**src/verilog/mpvr_pkg.sv**
```systemverilog
package mpvr_pkg;
  // ==========================================================
  // timing
  localparam int CLK_HZ = 20000000;
  localparam int CLK_PERIOD_NS = 50;
  localparam int PWM_HZ = 44500;
  localparam int PWM_PERIOD_CYC = CLK_HZ / PWM_HZ;
  localparam int ILIM_DEGLITCH_NS = 3000;
  localparam int ILIM_DEGLITCH_CYC = (ILIM_DEGLITCH_NS + CLK_PERIOD_NS - 1) / CLK_PERIOD_NS;
  localparam int ILIM_FAULT_MS = 275;
  localparam int ILIM_FAULT_CYC = ILIM_FAULT_MS * (CLK_HZ / 1000);
  localparam int RAMP_MAX_MS = 12;
  localparam int RAMP_MAX_CYC = RAMP_MAX_MS * (CLK_HZ / 1000);
  // ==========================================================
  // setpoint and feedback scaling
  localparam int SET_W = 6;
  localparam int LEVEL_W = 8;
  localparam int DUTY_W = 9;
  localparam logic [5:0] SET_RESERVED_MAX = 6'h05;
  localparam logic [5:0] SET_MIN = 6'h06;
  localparam logic [5:0] SET_MAX = 6'h3F;
  localparam int DAC_DIVISOR = 64;
  localparam int FB_DIVIDE = 4;
  localparam int VREF_MV = 1285;
  localparam logic [8:0] DUTY_FULL = 9'(PWM_PERIOD_CYC);
  localparam logic [8:0] DUTY_RESET = 9'h000;
  localparam logic [8:0] PERIOD_LAST = 9'(PWM_PERIOD_CYC - 1);
  localparam logic [6:0] DEGLITCH_LAST = 7'(ILIM_DEGLITCH_CYC);
  // ==========================================================
  // types
  typedef enum logic [1:0] {
    MPVR_COAST,
    MPVR_REVERSE,
    MPVR_FORWARD,
    MPVR_BRAKE
  } mpvr_mode_e;
  typedef struct packed {
    logic highA;
    logic lowA;
    logic highB;
    logic lowB;
  } mpvr_drive_s;
  localparam mpvr_drive_s DRIVE_OFF = 4'h0;
endpackage

```
**src/verilog/mpvr_core.sv**
```systemverilog
`timescale 1ns/1ps
module mpvr_core #(
  parameter int FAULT_CYCLES = mpvr_pkg::ILIM_FAULT_CYC
) (
  input wire logic clk_sys,
  input wire logic reset,
  input wire logic clkEn,
  input wire logic bridgeControlA,
  input wire logic bridgeControlB,
  input wire logic [5:0] outputVoltageSetpoint,
  input wire logic faultResetRequest,
  input wire logic senseResistorPin,
  input wire logic [7:0] windingAverage,
  input wire logic [7:0] supplyLevel,
  output mpvr_pkg::mpvr_drive_s drive,
  output logic faultOutputLow,
  output logic faultFlag,
  output logic currentLimitFlag,
  output logic currentLimiting,
  output logic regulating,
  output logic [8:0] dutyLevel
);
  localparam int LT_W = $clog2(FAULT_CYCLES + 1);
  localparam logic [LT_W-1:0] LT_LAST = LT_W'(FAULT_CYCLES - 1);

  // ==========================================================
  // helpers
  function automatic mpvr_pkg::mpvr_mode_e modeOf(input logic a, input logic b);
    case ({a, b})
      2'h1: modeOf = mpvr_pkg::MPVR_REVERSE;
      2'h2: modeOf = mpvr_pkg::MPVR_FORWARD;
      2'h3: modeOf = mpvr_pkg::MPVR_BRAKE;
      default: modeOf = mpvr_pkg::MPVR_COAST;
    endcase
  endfunction

  // level in units of vref/64, i.e. output voltage divided by four
  function automatic logic [6:0] dacLevel(input logic [5:0] code);
    dacLevel = {1'b0, code} + 7'h01;
  endfunction

  function automatic logic isDriving(input mpvr_pkg::mpvr_mode_e m);
    isDriving = (m == mpvr_pkg::MPVR_FORWARD) || (m == mpvr_pkg::MPVR_REVERSE);
  endfunction

  // ==========================================================
  // sense comparator synchroniser and deglitch
  logic senseSync1_reg, senseSync2_reg;
  logic senseSync1_next, senseSync2_next;
  logic [6:0] overCnt_reg, overCnt_next;
  logic limiting_reg, limiting_next;

  always_comb begin
    senseSync1_next = senseResistorPin;
    senseSync2_next = senseSync1_reg;
    overCnt_next = 7'h00;
    if (senseSync2_reg) begin
      overCnt_next = (overCnt_reg == mpvr_pkg::DEGLITCH_LAST) ? overCnt_reg
                                                               : overCnt_reg + 7'h01;
    end
    limiting_next = senseSync2_reg && (overCnt_reg == mpvr_pkg::DEGLITCH_LAST);
  end

  always_ff @(posedge clk_sys) begin
    if (reset) begin
      senseSync1_reg <= 1'b0;
      senseSync2_reg <= 1'b0;
      overCnt_reg <= 7'h00;
      limiting_reg <= 1'b0;
    end else if (clkEn) begin
      senseSync1_reg <= senseSync1_next;
      senseSync2_reg <= senseSync2_next;
      overCnt_reg <= overCnt_next;
      limiting_reg <= limiting_next;
    end
  end

  // ==========================================================
  // pwm period, setpoint latch and duty regulation
  mpvr_pkg::mpvr_mode_e mode, modePrev_reg, modePrev_next;
  logic [8:0] periodCnt_reg, periodCnt_next;
  logic [8:0] duty_reg, duty_next;
  logic [5:0] setCode_reg, setCode_next;
  logic setValid_reg, setValid_next;
  logic regulating_reg, regulating_next;
  logic limitCut_reg, limitCut_next;
  logic periodEnd, entering, fullCmd, fbBelow, fbAbove;
  logic [6:0] target;
  logic [5:0] fbScaled;

  always_comb begin
    mode = modeOf(bridgeControlA, bridgeControlB);
    periodEnd = (periodCnt_reg == mpvr_pkg::PERIOD_LAST);
    entering = isDriving(mode) && !isDriving(modePrev_reg);
    target = setValid_reg ? dacLevel(setCode_reg) : 7'h00;
    fbScaled = windingAverage[7:2];
    fbBelow = {1'b0, fbScaled} < target;
    fbAbove = {1'b0, fbScaled} > target;
    fullCmd = setValid_reg && ({dacLevel(setCode_reg), 2'h0} > {1'b0, supplyLevel});
    modePrev_next = mode;
    periodCnt_next = periodEnd ? 9'h000 : periodCnt_reg + 9'h001;
    setCode_next = setCode_reg;
    setValid_next = setValid_reg;
    duty_next = duty_reg;
    regulating_next = regulating_reg;
    limitCut_next = limitCut_reg || limiting_reg;
    if (periodEnd) begin
      // setpoint only moves on a period boundary so duty never jumps mid-pulse
      setCode_next = outputVoltageSetpoint;
      setValid_next = (outputVoltageSetpoint > mpvr_pkg::SET_RESERVED_MAX);
      limitCut_next = limiting_reg;
    end
    if (!isDriving(mode)) begin
      duty_next = mpvr_pkg::DUTY_RESET;
      regulating_next = 1'b0;
    end else if (entering) begin
      duty_next = mpvr_pkg::DUTY_RESET;
      periodCnt_next = 9'h000;
      regulating_next = 1'b0;
    end else if (periodEnd) begin
      regulating_next = !fullCmd;
      if (limiting_reg || limitCut_reg) begin
        if (duty_reg != 9'h000) begin
          duty_next = duty_reg - 9'h001;
        end
      end else if (fullCmd || fbBelow) begin
        // one step per period doubles as the start-up ramp
        if (duty_reg != mpvr_pkg::DUTY_FULL) begin
          duty_next = duty_reg + 9'h001;
        end
      end else if ((fbAbove || !setValid_reg) && duty_reg != 9'h000) begin
        // zero command: feedback never reads below zero, so walk down regardless
        duty_next = duty_reg - 9'h001;
      end
    end
  end

  always_ff @(posedge clk_sys) begin
    if (reset) begin
      modePrev_reg <= mpvr_pkg::MPVR_COAST;
      periodCnt_reg <= 9'h000;
      duty_reg <= mpvr_pkg::DUTY_RESET;
      setCode_reg <= 6'h00;
      setValid_reg <= 1'b0;
      regulating_reg <= 1'b0;
      limitCut_reg <= 1'b0;
    end else if (clkEn) begin
      modePrev_reg <= modePrev_next;
      periodCnt_reg <= periodCnt_next;
      duty_reg <= duty_next;
      setCode_reg <= setCode_next;
      setValid_reg <= setValid_next;
      regulating_reg <= regulating_next;
      limitCut_reg <= limitCut_next;
    end
  end

  // ==========================================================
  // bridge drive
  mpvr_pkg::mpvr_drive_s drive_reg, drive_next;
  logic pwmOn;

  always_comb begin
    // fault state is not an input here: a fault keeps the bridge running
    pwmOn = (periodCnt_reg < duty_reg) && !limitCut_reg && !limiting_reg;
    drive_next = mpvr_pkg::DRIVE_OFF;
    case (mode)
      mpvr_pkg::MPVR_FORWARD: begin
        drive_next.highA = 1'b1;
        drive_next.lowB = pwmOn;
        drive_next.highB = !pwmOn;
      end
      mpvr_pkg::MPVR_REVERSE: begin
        drive_next.highB = 1'b1;
        drive_next.lowA = pwmOn;
        drive_next.highA = !pwmOn;
      end
      mpvr_pkg::MPVR_BRAKE: begin
        drive_next.highA = 1'b1;
        drive_next.highB = 1'b1;
      end
      default: drive_next = mpvr_pkg::DRIVE_OFF;
    endcase
  end

  always_ff @(posedge clk_sys) begin
    if (reset) begin
      drive_reg <= mpvr_pkg::DRIVE_OFF;
    end else if (clkEn) begin
      drive_reg <= drive_next;
    end
  end

  // ==========================================================
  // current-limit persistence and fault latch
  logic [LT_W-1:0] limTimer_reg, limTimer_next;
  logic fault_reg, fault_next;
  logic faultPin_reg, faultPin_next;
  logic faultSet, faultClear;

  always_comb begin
    limTimer_next = {LT_W{1'b0}};
    if (limiting_reg) begin
      limTimer_next = (limTimer_reg == LT_LAST) ? limTimer_reg : limTimer_reg + LT_W'(1);
    end
    faultSet = limiting_reg && (limTimer_reg == LT_LAST);
    faultClear = (mode == mpvr_pkg::MPVR_COAST) || faultResetRequest;
    // set wins so an overload in the clearing cycle is not lost
    fault_next = faultSet || (fault_reg && !faultClear);
    faultPin_next = !fault_next;
  end

  always_ff @(posedge clk_sys) begin
    if (reset) begin
      limTimer_reg <= {LT_W{1'b0}};
      fault_reg <= 1'b0;
      faultPin_reg <= 1'b1;
    end else if (clkEn) begin
      limTimer_reg <= limTimer_next;
      fault_reg <= fault_next;
      faultPin_reg <= faultPin_next;
    end
  end

  assign drive = drive_reg;
  assign faultOutputLow = faultPin_reg;
  assign faultFlag = fault_reg;
  assign currentLimitFlag = fault_reg;
  assign currentLimiting = limiting_reg;
  assign regulating = regulating_reg;
  assign dutyLevel = duty_reg;

  // ==========================================================
  // assertions
  property p_fbRaise;
    @(posedge clk_sys) disable iff (reset || !clkEn)
      periodEnd && isDriving(mode) && !entering && !limiting_reg && !limitCut_reg && !fullCmd
      && fbBelow && duty_reg != mpvr_pkg::DUTY_FULL |=> duty_reg == $past(duty_reg) + 9'h001;
  endproperty
  a_fbRaise: assert property (p_fbRaise) else $error("duty not raised below setpoint");

  property p_fbLower;
    @(posedge clk_sys) disable iff (reset || !clkEn)
      periodEnd && isDriving(mode) && !entering && !fullCmd && windingAverage[7:2] > 6'(target)
      && target[6] == 1'b0 && duty_reg != 9'h000 |=> duty_reg == $past(duty_reg) - 9'h001;
  endproperty
  a_fbLower: assert property (p_fbLower) else $error("duty not lowered above setpoint");

  property p_forwardOn;
    @(posedge clk_sys) disable iff (reset || !clkEn)
      mode == mpvr_pkg::MPVR_FORWARD && pwmOn |=> drive.highA && drive.lowB && !drive.highB
      && !drive.lowA;
  endproperty
  a_forwardOn: assert property (p_forwardOn) else $error("forward on phase wrong");

  property p_offPhase;
    @(posedge clk_sys) disable iff (reset || !clkEn)
      isDriving(mode) && !pwmOn |=> drive.highA && drive.highB && !drive.lowA && !drive.lowB;
  endproperty
  a_offPhase: assert property (p_offPhase) else $error("off phase not recirculating");

  property p_fullDuty;
    @(posedge clk_sys) disable iff (reset || !clkEn)
      periodEnd && isDriving(mode) && !entering && fullCmd && !limiting_reg && !limitCut_reg
      |=> !regulating && duty_reg >= $past(duty_reg);
  endproperty
  a_fullDuty: assert property (p_fullDuty) else $error("full duty not held");

  property p_reserved;
    @(posedge clk_sys) disable iff (reset || !clkEn)
      periodEnd && outputVoltageSetpoint <= mpvr_pkg::SET_RESERVED_MAX |=> target == 7'h00;
  endproperty
  a_reserved: assert property (p_reserved) else $error("reserved code not zero");

  property p_deglitch;
    @(posedge clk_sys) disable iff (reset || !clkEn)
      senseSync2_reg && overCnt_reg == mpvr_pkg::DEGLITCH_LAST |=> limiting_reg ##1 !pwmOn;
  endproperty
  a_deglitch: assert property (p_deglitch) else $error("limit not engaged");

  property p_faultSet;
    @(posedge clk_sys) disable iff (reset || !clkEn)
      faultSet |=> faultFlag && currentLimitFlag && !faultOutputLow;
  endproperty
  a_faultSet: assert property (p_faultSet) else $error("fault not registered");

  property p_faultClear;
    @(posedge clk_sys) disable iff (reset || !clkEn)
      faultResetRequest && !faultSet |=> !faultFlag && faultOutputLow;
  endproperty
  a_faultClear: assert property (p_faultClear) else $error("fault not cleared");

  property p_coast;
    @(posedge clk_sys) disable iff (reset || !clkEn)
      mode == mpvr_pkg::MPVR_COAST |=> drive == mpvr_pkg::DRIVE_OFF && duty_reg == 9'h000;
  endproperty
  a_coast: assert property (p_coast) else $error("coast not high impedance");

  property p_ramp;
    @(posedge clk_sys) disable iff (reset || !clkEn)
      entering |=> duty_reg == 9'h000 && periodCnt_reg == 9'h000;
  endproperty
  a_ramp: assert property (p_ramp) else $error("ramp not from zero");

  property p_timerRestart;
    @(posedge clk_sys) disable iff (reset || !clkEn)
      !limiting_reg |=> limTimer_reg == {LT_W{1'b0}};
  endproperty
  a_timerRestart: assert property (p_timerRestart) else $error("timer not restarted");

  property p_faultKeepsDrive;
    @(posedge clk_sys) disable iff (reset || !clkEn)
      faultFlag && mode == mpvr_pkg::MPVR_FORWARD |=> drive.highA;
  endproperty
  a_faultKeepsDrive: assert property (p_faultKeepsDrive) else $error("fault stopped bridge");

  c_limiting: cover property (@(posedge clk_sys) disable iff (reset) $rose(limiting_reg));
  c_fault: cover property (@(posedge clk_sys) disable iff (reset) $rose(fault_reg));
  c_fullDuty: cover property (@(posedge clk_sys) disable iff (reset)
    duty_reg == mpvr_pkg::DUTY_FULL);
  c_reverse: cover property (@(posedge clk_sys) disable iff (reset) drive.lowA);
endmodule

```
**config.mk**
```make
export PLATFORM = sky130hd
export DESIGN_NAME = mpvr_core
export DESIGN_NICKNAME = d
export VERILOG_FILES = /design/src/verilog/mpvr_pkg.sv /design/src/verilog/mpvr_core.sv
export SDC_FILE = /design/constraint.sdc
export NUM_CORES = 1
export LEC_CHECK = 0
export BUFFER_PORTS_ARGS = -buffer_cell sky130_fd_sc_hd__buf_4
export CORE_ASPECT_RATIO = 1.2
export CORE_MARGIN = 10
export CORE_UTILIZATION = 45
export CTS_CLUSTER_DIAMETER = 30
export CTS_CLUSTER_SIZE = 20
export DETAILED_ROUTE_END_ITERATION = 16
export PLACE_DENSITY = 0.63
export SETUP_SLACK_MARGIN = 0.05
export SKIP_LAST_GASP = 1
export SYNTH_ARGS = -nofsm -noshare
export SYNTH_HDL_FRONTEND = slang
export SYNTH_SLANG_ARGS = --single-unit
```
**constraint.sdc**
```tcl
create_clock -name clk_sys -period 3.3 [get_ports clk_sys]
set_clock_uncertainty 0.1 [all_clocks]
set_input_delay 0.33 -clock clk_sys [delete_from_list [all_inputs] [get_ports clk_sys]]
set_output_delay 0.33 -clock clk_sys [all_outputs]
set_load 0.01 [all_outputs]
```
==> metrics, run 1 <==
Synth Warn #=0; fin. max-slew vios=0; largest net degree at the start of global routing=39; Critical Setup Path Class=reg -> reg; Final Hold Slack=0.1295 ns; CTS Root Buffer Type=clkbuf_8; clk_lat worst skew=~0.36 ns; starting density of the core=between 40% and 50%; wirelength, routed=~10000 um; # IOs=between 40 and 50; number of synthesized flops with an enable pin=0; final instance area=0.004922 mm^2; Final Power=1.851 mW; hold_buf cts=0; clock buffer depth=2; Routed Antenna Nets=0; DRC viols=0; GR Overflow Total=0; TritonRoute pass-1 iters=4; Synth Net Count=566; RSZ-0062 raised after global routing=false; max_cap viols=0; CTS buffer count=9; top cells by count, synth=dfxtp_1 (68), nor2_1 (64), nand2_1 (36); Post-Synthesis Cells=502; die footprint=between 0.01 and 0.015 mm^2; Max rail drop VDD=roughly 0.28 mV; CTS tree=yes; Setup WS post-layout=0.1956 ns; setup_tns=0 ns; Arr. time, crit path=approximately 3.2 ns; CTS clock-pin slew for the worst setup and hold paths=~0.090 ns; Cell Area, Synth=roughly 0.0042 mm^2; placer's final routability congestion estimate=around 0.9; Highest Clock Rate=0.3221 GHz; Slew @ Worst Pin=about 0.70 ns; flops & latches, synth=slightly below 70; post-synth top area cell=dfxtp_1; Diodes inserted=0; initial antenna violation count=0; WP data required=between 3 and 4 ns; vias in the first global route=approximately 3500; Seq/Total Area, Yosys=around a third; Hold Fails Final Rpt=0; Max FO, Critical Path=6; first-pass GRT wire length=~16000 um; area post-placement=approximately 0.0046 mm^2; fin crit period=~3.1 ns; H-Tree Depth=3; Final Cycle Share=a little over nine tenths; Synth area leaders=dfxtp_1 (33%), ha_1 (11%), xor2_1 (5.9%); Avg WL per Cell=roughly 15 um; ys flop type=dfxtp_1; Setup-failing EPs final=0; Via density=between 5 and 6; Async SR Flop Fraction=0%; Die Wd=approximately 110 um; All-Layer GR Usage=between 10% and 20%; Clock Sinks=68; 1st-iter DRT viols=295; syn_area_per_cell=approximately 8.3 um^2; core region area=~0.0090 mm^2; max reg flops=23; # rows=38; synth unique cells=58; Max-slew headroom=between 50 and 60%; post-detail-place hpwl=just over 7000 um; status=completed; share of cells above drive strength 1=16.64%; worst min-delay path category=in -> reg; area share of the largest cell type after synthesis=between 30% and 40%; Leak Pwr=about 2 nW; Cell Pwr Density=roughly 380 mW/mm^2; Final nets=between 600 and 700; DR vias=around 3700; dpl ws=about 0.05 ns; I/O Buffers=44; area delta synth->final=18.28%; Worst setup EP type=flop; critical path launch point type=flop; Die Y=125.3 um; cell with the most instances after synthesis=dfxtp_1
## repair_timing
action / in CTS / in global routing
setup buffers: 0 / 4
setup endpoints to repair: 0 / 8
gates resized for setup: 0 / 12
## worst max-delay path, stage by stage, from the launching register on
cell	delay (ns)
dfxtp_4	0.39
and3_1	0.19
nand3_1	0.13
xnor2_2	0.17
ha_1	0.31
nand3_1	0.12
nor3_1	0.28
a21oi_2	0.16
a21boi_4	0.31
mux2_2	0.43
a311oi_1	0.29
a211oi_1	0.08
## power by group
part	internal [mW]	total, mW	switching [mW]
registers	0.830	0.844	0.0137
clock network	0.431	0.790	0.359
logic	0.0993	0.217	0.118
## cells by family after synthesis
family / share of synthesized area, %
compound gates: 15.15
buf+inv: 4.420
flops: 32.71
mux: 3.458
fa+ha+maj: 10.52
simple gates: 25.95
xor+xnor: 7.787
## layout make-up
type	count	area, um^2
clock buffers	9	123.9
clock inverters	7	98.84
fillers	876	4111
inverters	28	105.1
multi-input cells	388	2664
flip-flops and latches	68	1370
well taps	120	150.1
repair buffers	53	410.4
## cells in the final DEF (no fill, tap or decap), drive strengths merged, types with 5 or more instances in the layout
master	Yosys	routed
nand4	20	20
buf	5	53
inv	28	30
a21o	10	10
a21oi	28	28
o21ai	14	14
xor2	28	28
mux2i	12	12
nand2	36	36
dfxtp	68	68
o2111ai	5	5
ha	35	35
clkbuf	14	9
nand2b	8	8
or3	7	7
and3	11	11
nor2	64	64
nor3	13	13
o211ai	6	6
nand3	25	25
xnor2	9	9
## routing by layer
layer | track usage, % | wire (um)
met5 | 0 | 0
met3 | 3.700 | 594
met2 | 22.29 | 4473
met4 | 7.323 | 221
met1 | 17.91 | 4672
## per-stage QoR
stage	utilization, %	instances
2_1_floorplan	-	502
3_3_place_gp	50.93	652
3_5_place_dp	50.93	652
4_1_cts	53.39	668
5_1_grt	54.49	673
6_report	54.49	673
## final timing paths
path | from | end | slack (ns) | depth (start not counted)
max | setCode_reg[2] | dutyLevel[5] | 0.20 | 11
min reg2reg | faultOutputLow | faultOutputLow | 0.37 | 2
min | outputVoltageSetpoint[0] | setCode_reg[0] | 0.13 | 3
max reg2reg | setCode_reg[2] | dutyLevel[5] | 0.20 | 11
Note: power is estimated with default switching activity, not from simulation.
==> run 2, diff against run 1 <==
--- a/config.mk
+++ b/config.mk
@@ -5,14 +5,15 @@
 export SDC_FILE = /design/constraint.sdc
 export NUM_CORES = 1
 export LEC_CHECK = 0
-export BUFFER_PORTS_ARGS = -buffer_cell sky130_fd_sc_hd__buf_4
+export ABC_CLOCK_PERIOD_IN_PS = 3300
 export CORE_ASPECT_RATIO = 1.2
 export CORE_MARGIN = 10
 export CORE_UTILIZATION = 45
 export CTS_CLUSTER_DIAMETER = 30
 export CTS_CLUSTER_SIZE = 20
 export DETAILED_ROUTE_END_ITERATION = 16
-export PLACE_DENSITY = 0.63
+export DONT_BUFFER_PORTS = 1
+export PLACE_DENSITY = 0.59
 export SETUP_SLACK_MARGIN = 0.05
 export SKIP_LAST_GASP = 1
 export SYNTH_ARGS = -nofsm -noshare
==> metrics, run 2 (same netlist as run 1, synthesis figures left out) <==
status=completed; Diodes inserted=0; CTS buffer count=9; CTS Root Buffer Type=clkbuf_8; most frequent cells in the layout=nor2_1 (64), dfxtp_1 (64), nand2_1 (36), ha_1 (34); largest net degree at the start of global routing=33; # IOs=47; Clock Sinks=roughly 70; CTS tree=yes; fin. max-slew vios=0; buffers and inverters on the worst path=0; DRC viols=0; TritonRoute pass-1 iters=4; Slowest-stage cell, CP=or4b_1; H-Tree Depth=3; worst r2r src=setCode_reg[0]; worst min-delay path category=in -> reg; # rows=38; Int Pwr=~1.3 mW; Critical Setup Path Class=reg -> reg; GR Overflow Total=0; combinational share of power=under 10%; NetSw=approximately 0.45 mW; vias in the first global route=between 3000 and 4000; placer's final routability congestion estimate=around 0.78; first-pass GRT wire length=about 16000 um; WHS Path Cells=2; 1st-iter DRT viols=240; fin crit period=around 3 ns; switching part of the total=approximately a quarter; CTS clock-pin slew for the worst setup and hold paths=0.08 ns; post-detail-place hpwl=between 6000 and 7000 um; placed cells=606; layout filler cell count=873; wirelength, routed=9609 um; critical path launch point type=flop; critical path depth=12; Die Y=125.3 um; Highest Clock Rate=0.3237 GHz; core region area=roughly 0.0090 mm^2; Leak Pwr=1.786 nW; initial antenna violation count=0; Max rail drop VDD=0.2459 mV; starting density of the core=approximately 46%; Cell Pwr Density=374.0 mW/mm^2; Hold Fails Final Rpt=0; hold_sp=clkEn; max reg flops=23; Final nets=around 570; Arr. time, crit path=3.26 ns; Routed Antenna Nets=0; non-filler cells, final=between 600 and 700; area delta synth->final=9.892%; most frequent CP cell=a21oi_1; clock buffer depth=2; Clk pwr share=roughly two fifths; max_cap viols=0; WP data required=approximately 3.5 ns; die footprint=roughly 0.014 mm^2; Max FO, Critical Path=6; clk_lat worst skew=between 0.3 and 0.4 ns; DR vias=~3500; Worst setup EP type=flop; All-Layer GR Usage=14.21%; Final Hold Slack=roughly 0.025 ns; Setup-failing EPs final=0; CP delay by family, top=compound AO/OA/AOI/OAI gates; Crit path largest cell delay=0.52 ns; sequential power share=49.6%; Final Cycle Share=93.61%; Max-slew headroom=between 20% and 30%; crit path launch=setCode_reg[0]; critical-path cell list=ha_4 > nand3_1 > xnor2_2 > nand2_1 > ha_1 > a21oi_1 > nor2b_1 > o32a_2 > a21boi_4 > mux2i_4 > or4b_1 > a21oi_1; I/O Buffers=0; Die Wd=approximately 110 um; RSZ-0062 raised after global routing=true; path depth of the worst reg2reg path=12; Avg WL per Cell=15.28 um; Slew @ Worst Pin=between 1 and 1.5 ns; Via density=5.638; share of cells above drive strength 1=under 10%
==> run 2: area by class of cell <==
cell class / instances / area, um^2 / area share (%)
Multi-Input combinational cell: 387 / 2658 / 58.11
Sequential cell: 68 / 1366 / 29.88
Tap cell: 120 / 150.1 / 3.283
Clock buffer: 9 / 123.9 / 2.709
Inverter: 28 / 105.1 / 2.298
Timing Repair Buffer: 10 / 95.09 / 2.079
Clock inverter: 7 / 75.07 / 1.642
==> run 2: repair_timing <==
action,CTS,global route
pin swaps,1,2
hold endpoints to repair,29,0
hold buffers,3,0
endpoints found under the setup margin,1,7
setup buffers,3,1
gates resized for setup,0,11
==> run 2: final timing paths <==
path                                        to  slack (ns)
worst max-delay path              dutyLevel[1]        0.21
worst min-delay path              limitCut_reg        0.02
worst max register to register    dutyLevel[1]        0.21
worst min register to register  overCnt_reg[6]        0.40
==> run 2: layer usage <==
metal	vias up	GRT usage, %	wire (um)
met1	1669	17.77	4251
li1	1780	-	-
met2	86	22.50	4542
met5	-	0	0
met4	0	5.906	155
met3	11	3.649	660
==> run 2: per-stage QoR <==
| stage | setup slack, ns | utilization [%] | area [um^2] | TNS [ns] | power [mW] |
|---|---|---|---|---|---|
| 6_report | 0.2110 | 50.62 | 4573 | 0 | 1.710 |
| 5_1_grt | -0.0001936 | 50.62 | 4573 | -0.0001936 | 1.786 |
| 4_1_cts | 0.09627 | 49.89 | 4507 | 0 | 1.727 |
| 3_5_place_dp | 0.06243 | 47.11 | 4255 | 0 | 1.015 |
| 3_3_place_gp | 0.1249 | 47.11 | 4255 | 0 | 1.011 |
| 2_1_floorplan | 0.3820 | - | 4161 | 0 | 0.9942 |
==> run 2: power by group through the flow <==
| stage | combinational (mW) | clock [mW] | sequential [mW] |
|---|---|---|---|
| final | 0.170 | 0.693 | 0.848 |
| after CTS | 0.161 | 0.718 | 0.848 |
| after global placement | 0.144 | 0 | 0.867 |
| after detailed placement | 0.147 | 0 | 0.868 |
| after global routing | 0.191 | 0.745 | 0.850 |
| after floorplan | 0.132 | 0 | 0.863 |
==> run 3, diff against run 2 <==
--- a/config.mk
+++ b/config.mk
@@ -13,7 +13,7 @@
 export CTS_CLUSTER_SIZE = 20
 export DETAILED_ROUTE_END_ITERATION = 16
 export DONT_BUFFER_PORTS = 1
-export PLACE_DENSITY = 0.59
+export PLACE_DENSITY = 0.7
 export SETUP_SLACK_MARGIN = 0.05
 export SKIP_LAST_GASP = 1
 export SYNTH_ARGS = -nofsm -noshare
==> metrics, run 3 (same netlist as run 1, synthesis figures left out) <==
status=completed; Die Y=between 100 and 150 um; CTS clock-pin slew for the worst setup and hold paths=roughly 0.080 ns; # rows=38; TritonRoute pass-1 iters=4; DR vias=approximately 3600; # IOs=between 40 and 50; fin. max-slew vios=0; area post-placement=0.004263 mm^2; Arr. time, crit path=roughly 3.1 ns; I/O Buffers=0; CTS tree=yes; Avg WL per Cell=between 15 and 20 um; fin util=51.32%; Max-slew headroom=about 19%; Final nets=between 500 and 600; Critical Setup Path Class=reg -> reg; non-filler cells, final=between 600 and 700; Diodes inserted=0; CTS buffer count=9; Worst setup EP type=flop; core region area=~0.009 mm^2; max_cap viols=0; CTS Root Buffer Type=clkbuf_8; Setup-failing EPs final=0; first-pass GRT wire length=~16000 um; largest net degree at the start of global routing=33; All-Layer GR Usage=14.26%; Die Wd=between 100 and 150 um; Final Hold Slack=around 0.016 ns; area delta synth->final=11.40%; post-detail-place hpwl=~6800 um; Slew @ Worst Pin=1.204 ns; max reg flops=23; 1st-iter DRT viols=221; worst min-delay path category=in -> reg; RSZ-0062 raised after global routing=false; initial antenna violation count=0; wirelength, routed=~9600 um; WP data required=~3.4 ns; Routed Antenna Nets=0; critical-path cell list=and3_4 > nand3_1 > xnor2_2 > nand2_1 > ha_1 > nand3_1 > a21oi_1 > o32a_2 > a21boi_4 > mux2_2 > a311oi_1 > a211oi_1; fin crit period=between 3 and 4 ns; placer's final routability congestion estimate=0.9014; Slowest-stage cell, CP=mux2_2; placed cells=about 610; Hold Fails Final Rpt=0; clk_lat worst skew=between 0.3 and 0.4 ns; buffers and inverters on the worst path=0; share of cells above drive strength 1=under 10%; Via density=between 5 and 6; dpl ws=approximately 0.085 ns; final instance area=between 0.004 and 0.005 mm^2; most frequent CP cell=nand3_1; starting density of the core=between 40% and 50%; commonest non-fill, non-tap cell in the layout=nor2_1; Crit path largest cell delay=0.42 ns; layout filler cell count=~850; CP delay by family, top=compound AO/OA/AOI/OAI gates; Max FO, Critical Path=6; Max rail drop VDD=between 0.3 and 0.4 mV; Leak Pwr=between 1.5 and 2 nW; Cell Pwr Density=around 420 mW/mm^2; DRC viols=0; Final Power=around 1.9 mW; Final Cycle Share=between 90% and 100%; GR Overflow Total=0; vias in the first global route=about 3500; most frequent cells in the layout=nor2_1 (64), dfxtp_1 (63), nand2_1 (36), ha_1 (34); Clock Sinks=between 60 and 70; critical path launch point type=flop; H-Tree Depth=3; Setup WS post-layout=about 0.25 ns; die footprint=~0.014 mm^2; clock buffer depth=2; Highest Clock Rate=about 0.33 GHz; setup_tns=0 ns
[run 3: cell count changes in the layout (fill, tap and decap cells not counted), sizes merged]
cell         previous run  this run
dlygate4sd3             3         2
bufinv                  1         4
clkinvlp                0         1
clkinv                  5         0
buf                     7        10
[run 3: area by class of cell]
| cell class | count | area [um^2] | share of cell area [%] |
|---|---|---|---|
| flip-flops and latches | 68 | 1368 | 29.50 |
| multi-input cells | 387 | 2658 | 57.33 |
| repair buffers | 12 | 95.09 | 2.051 |
| clock inverters | 6 | 136.4 | 2.942 |
| well taps | 120 | 150.1 | 3.239 |
| inverters | 28 | 105.1 | 2.267 |
| clock buffers | 9 | 123.9 | 2.672 |
[run 3: routing by layer]
metal,track usage [%],vias to the layer above,wire length [um]
met2,22.29,105,4394
met3,3.546,14,694
met1,17.62,1680,4311
met4,7.323,0,156
li1,-,1784,-
met5,0,-,0
[run 3: path summary, 6_finish.rpt]
kind	from	to	slack [ns]	cells after the start
max	setCode_reg[2]	dutyLevel[5]	0.25	12
min	reset	faultOutputLow	0.02	2
max reg2reg	setCode_reg[2]	dutyLevel[5]	0.25	12
min reg2reg	limitCut_reg	limitCut_reg	0.40	2
[run 3: power by group]
group / internal (mW) / switching [mW]
Sequential: 0.831 / 0.0165
Clock: 0.577 / 0.335
Combinational: 0.0732 / 0.0979
[run 3: timing repair]
item	in CTS	in global routing
endpoints found under the setup margin	1	6
gates cloned	0	0
resized for setup	0	12
endpoints found under the hold margin	29	0
pin swaps	0	1
hold buffers	2	0
buffers inserted	3	3
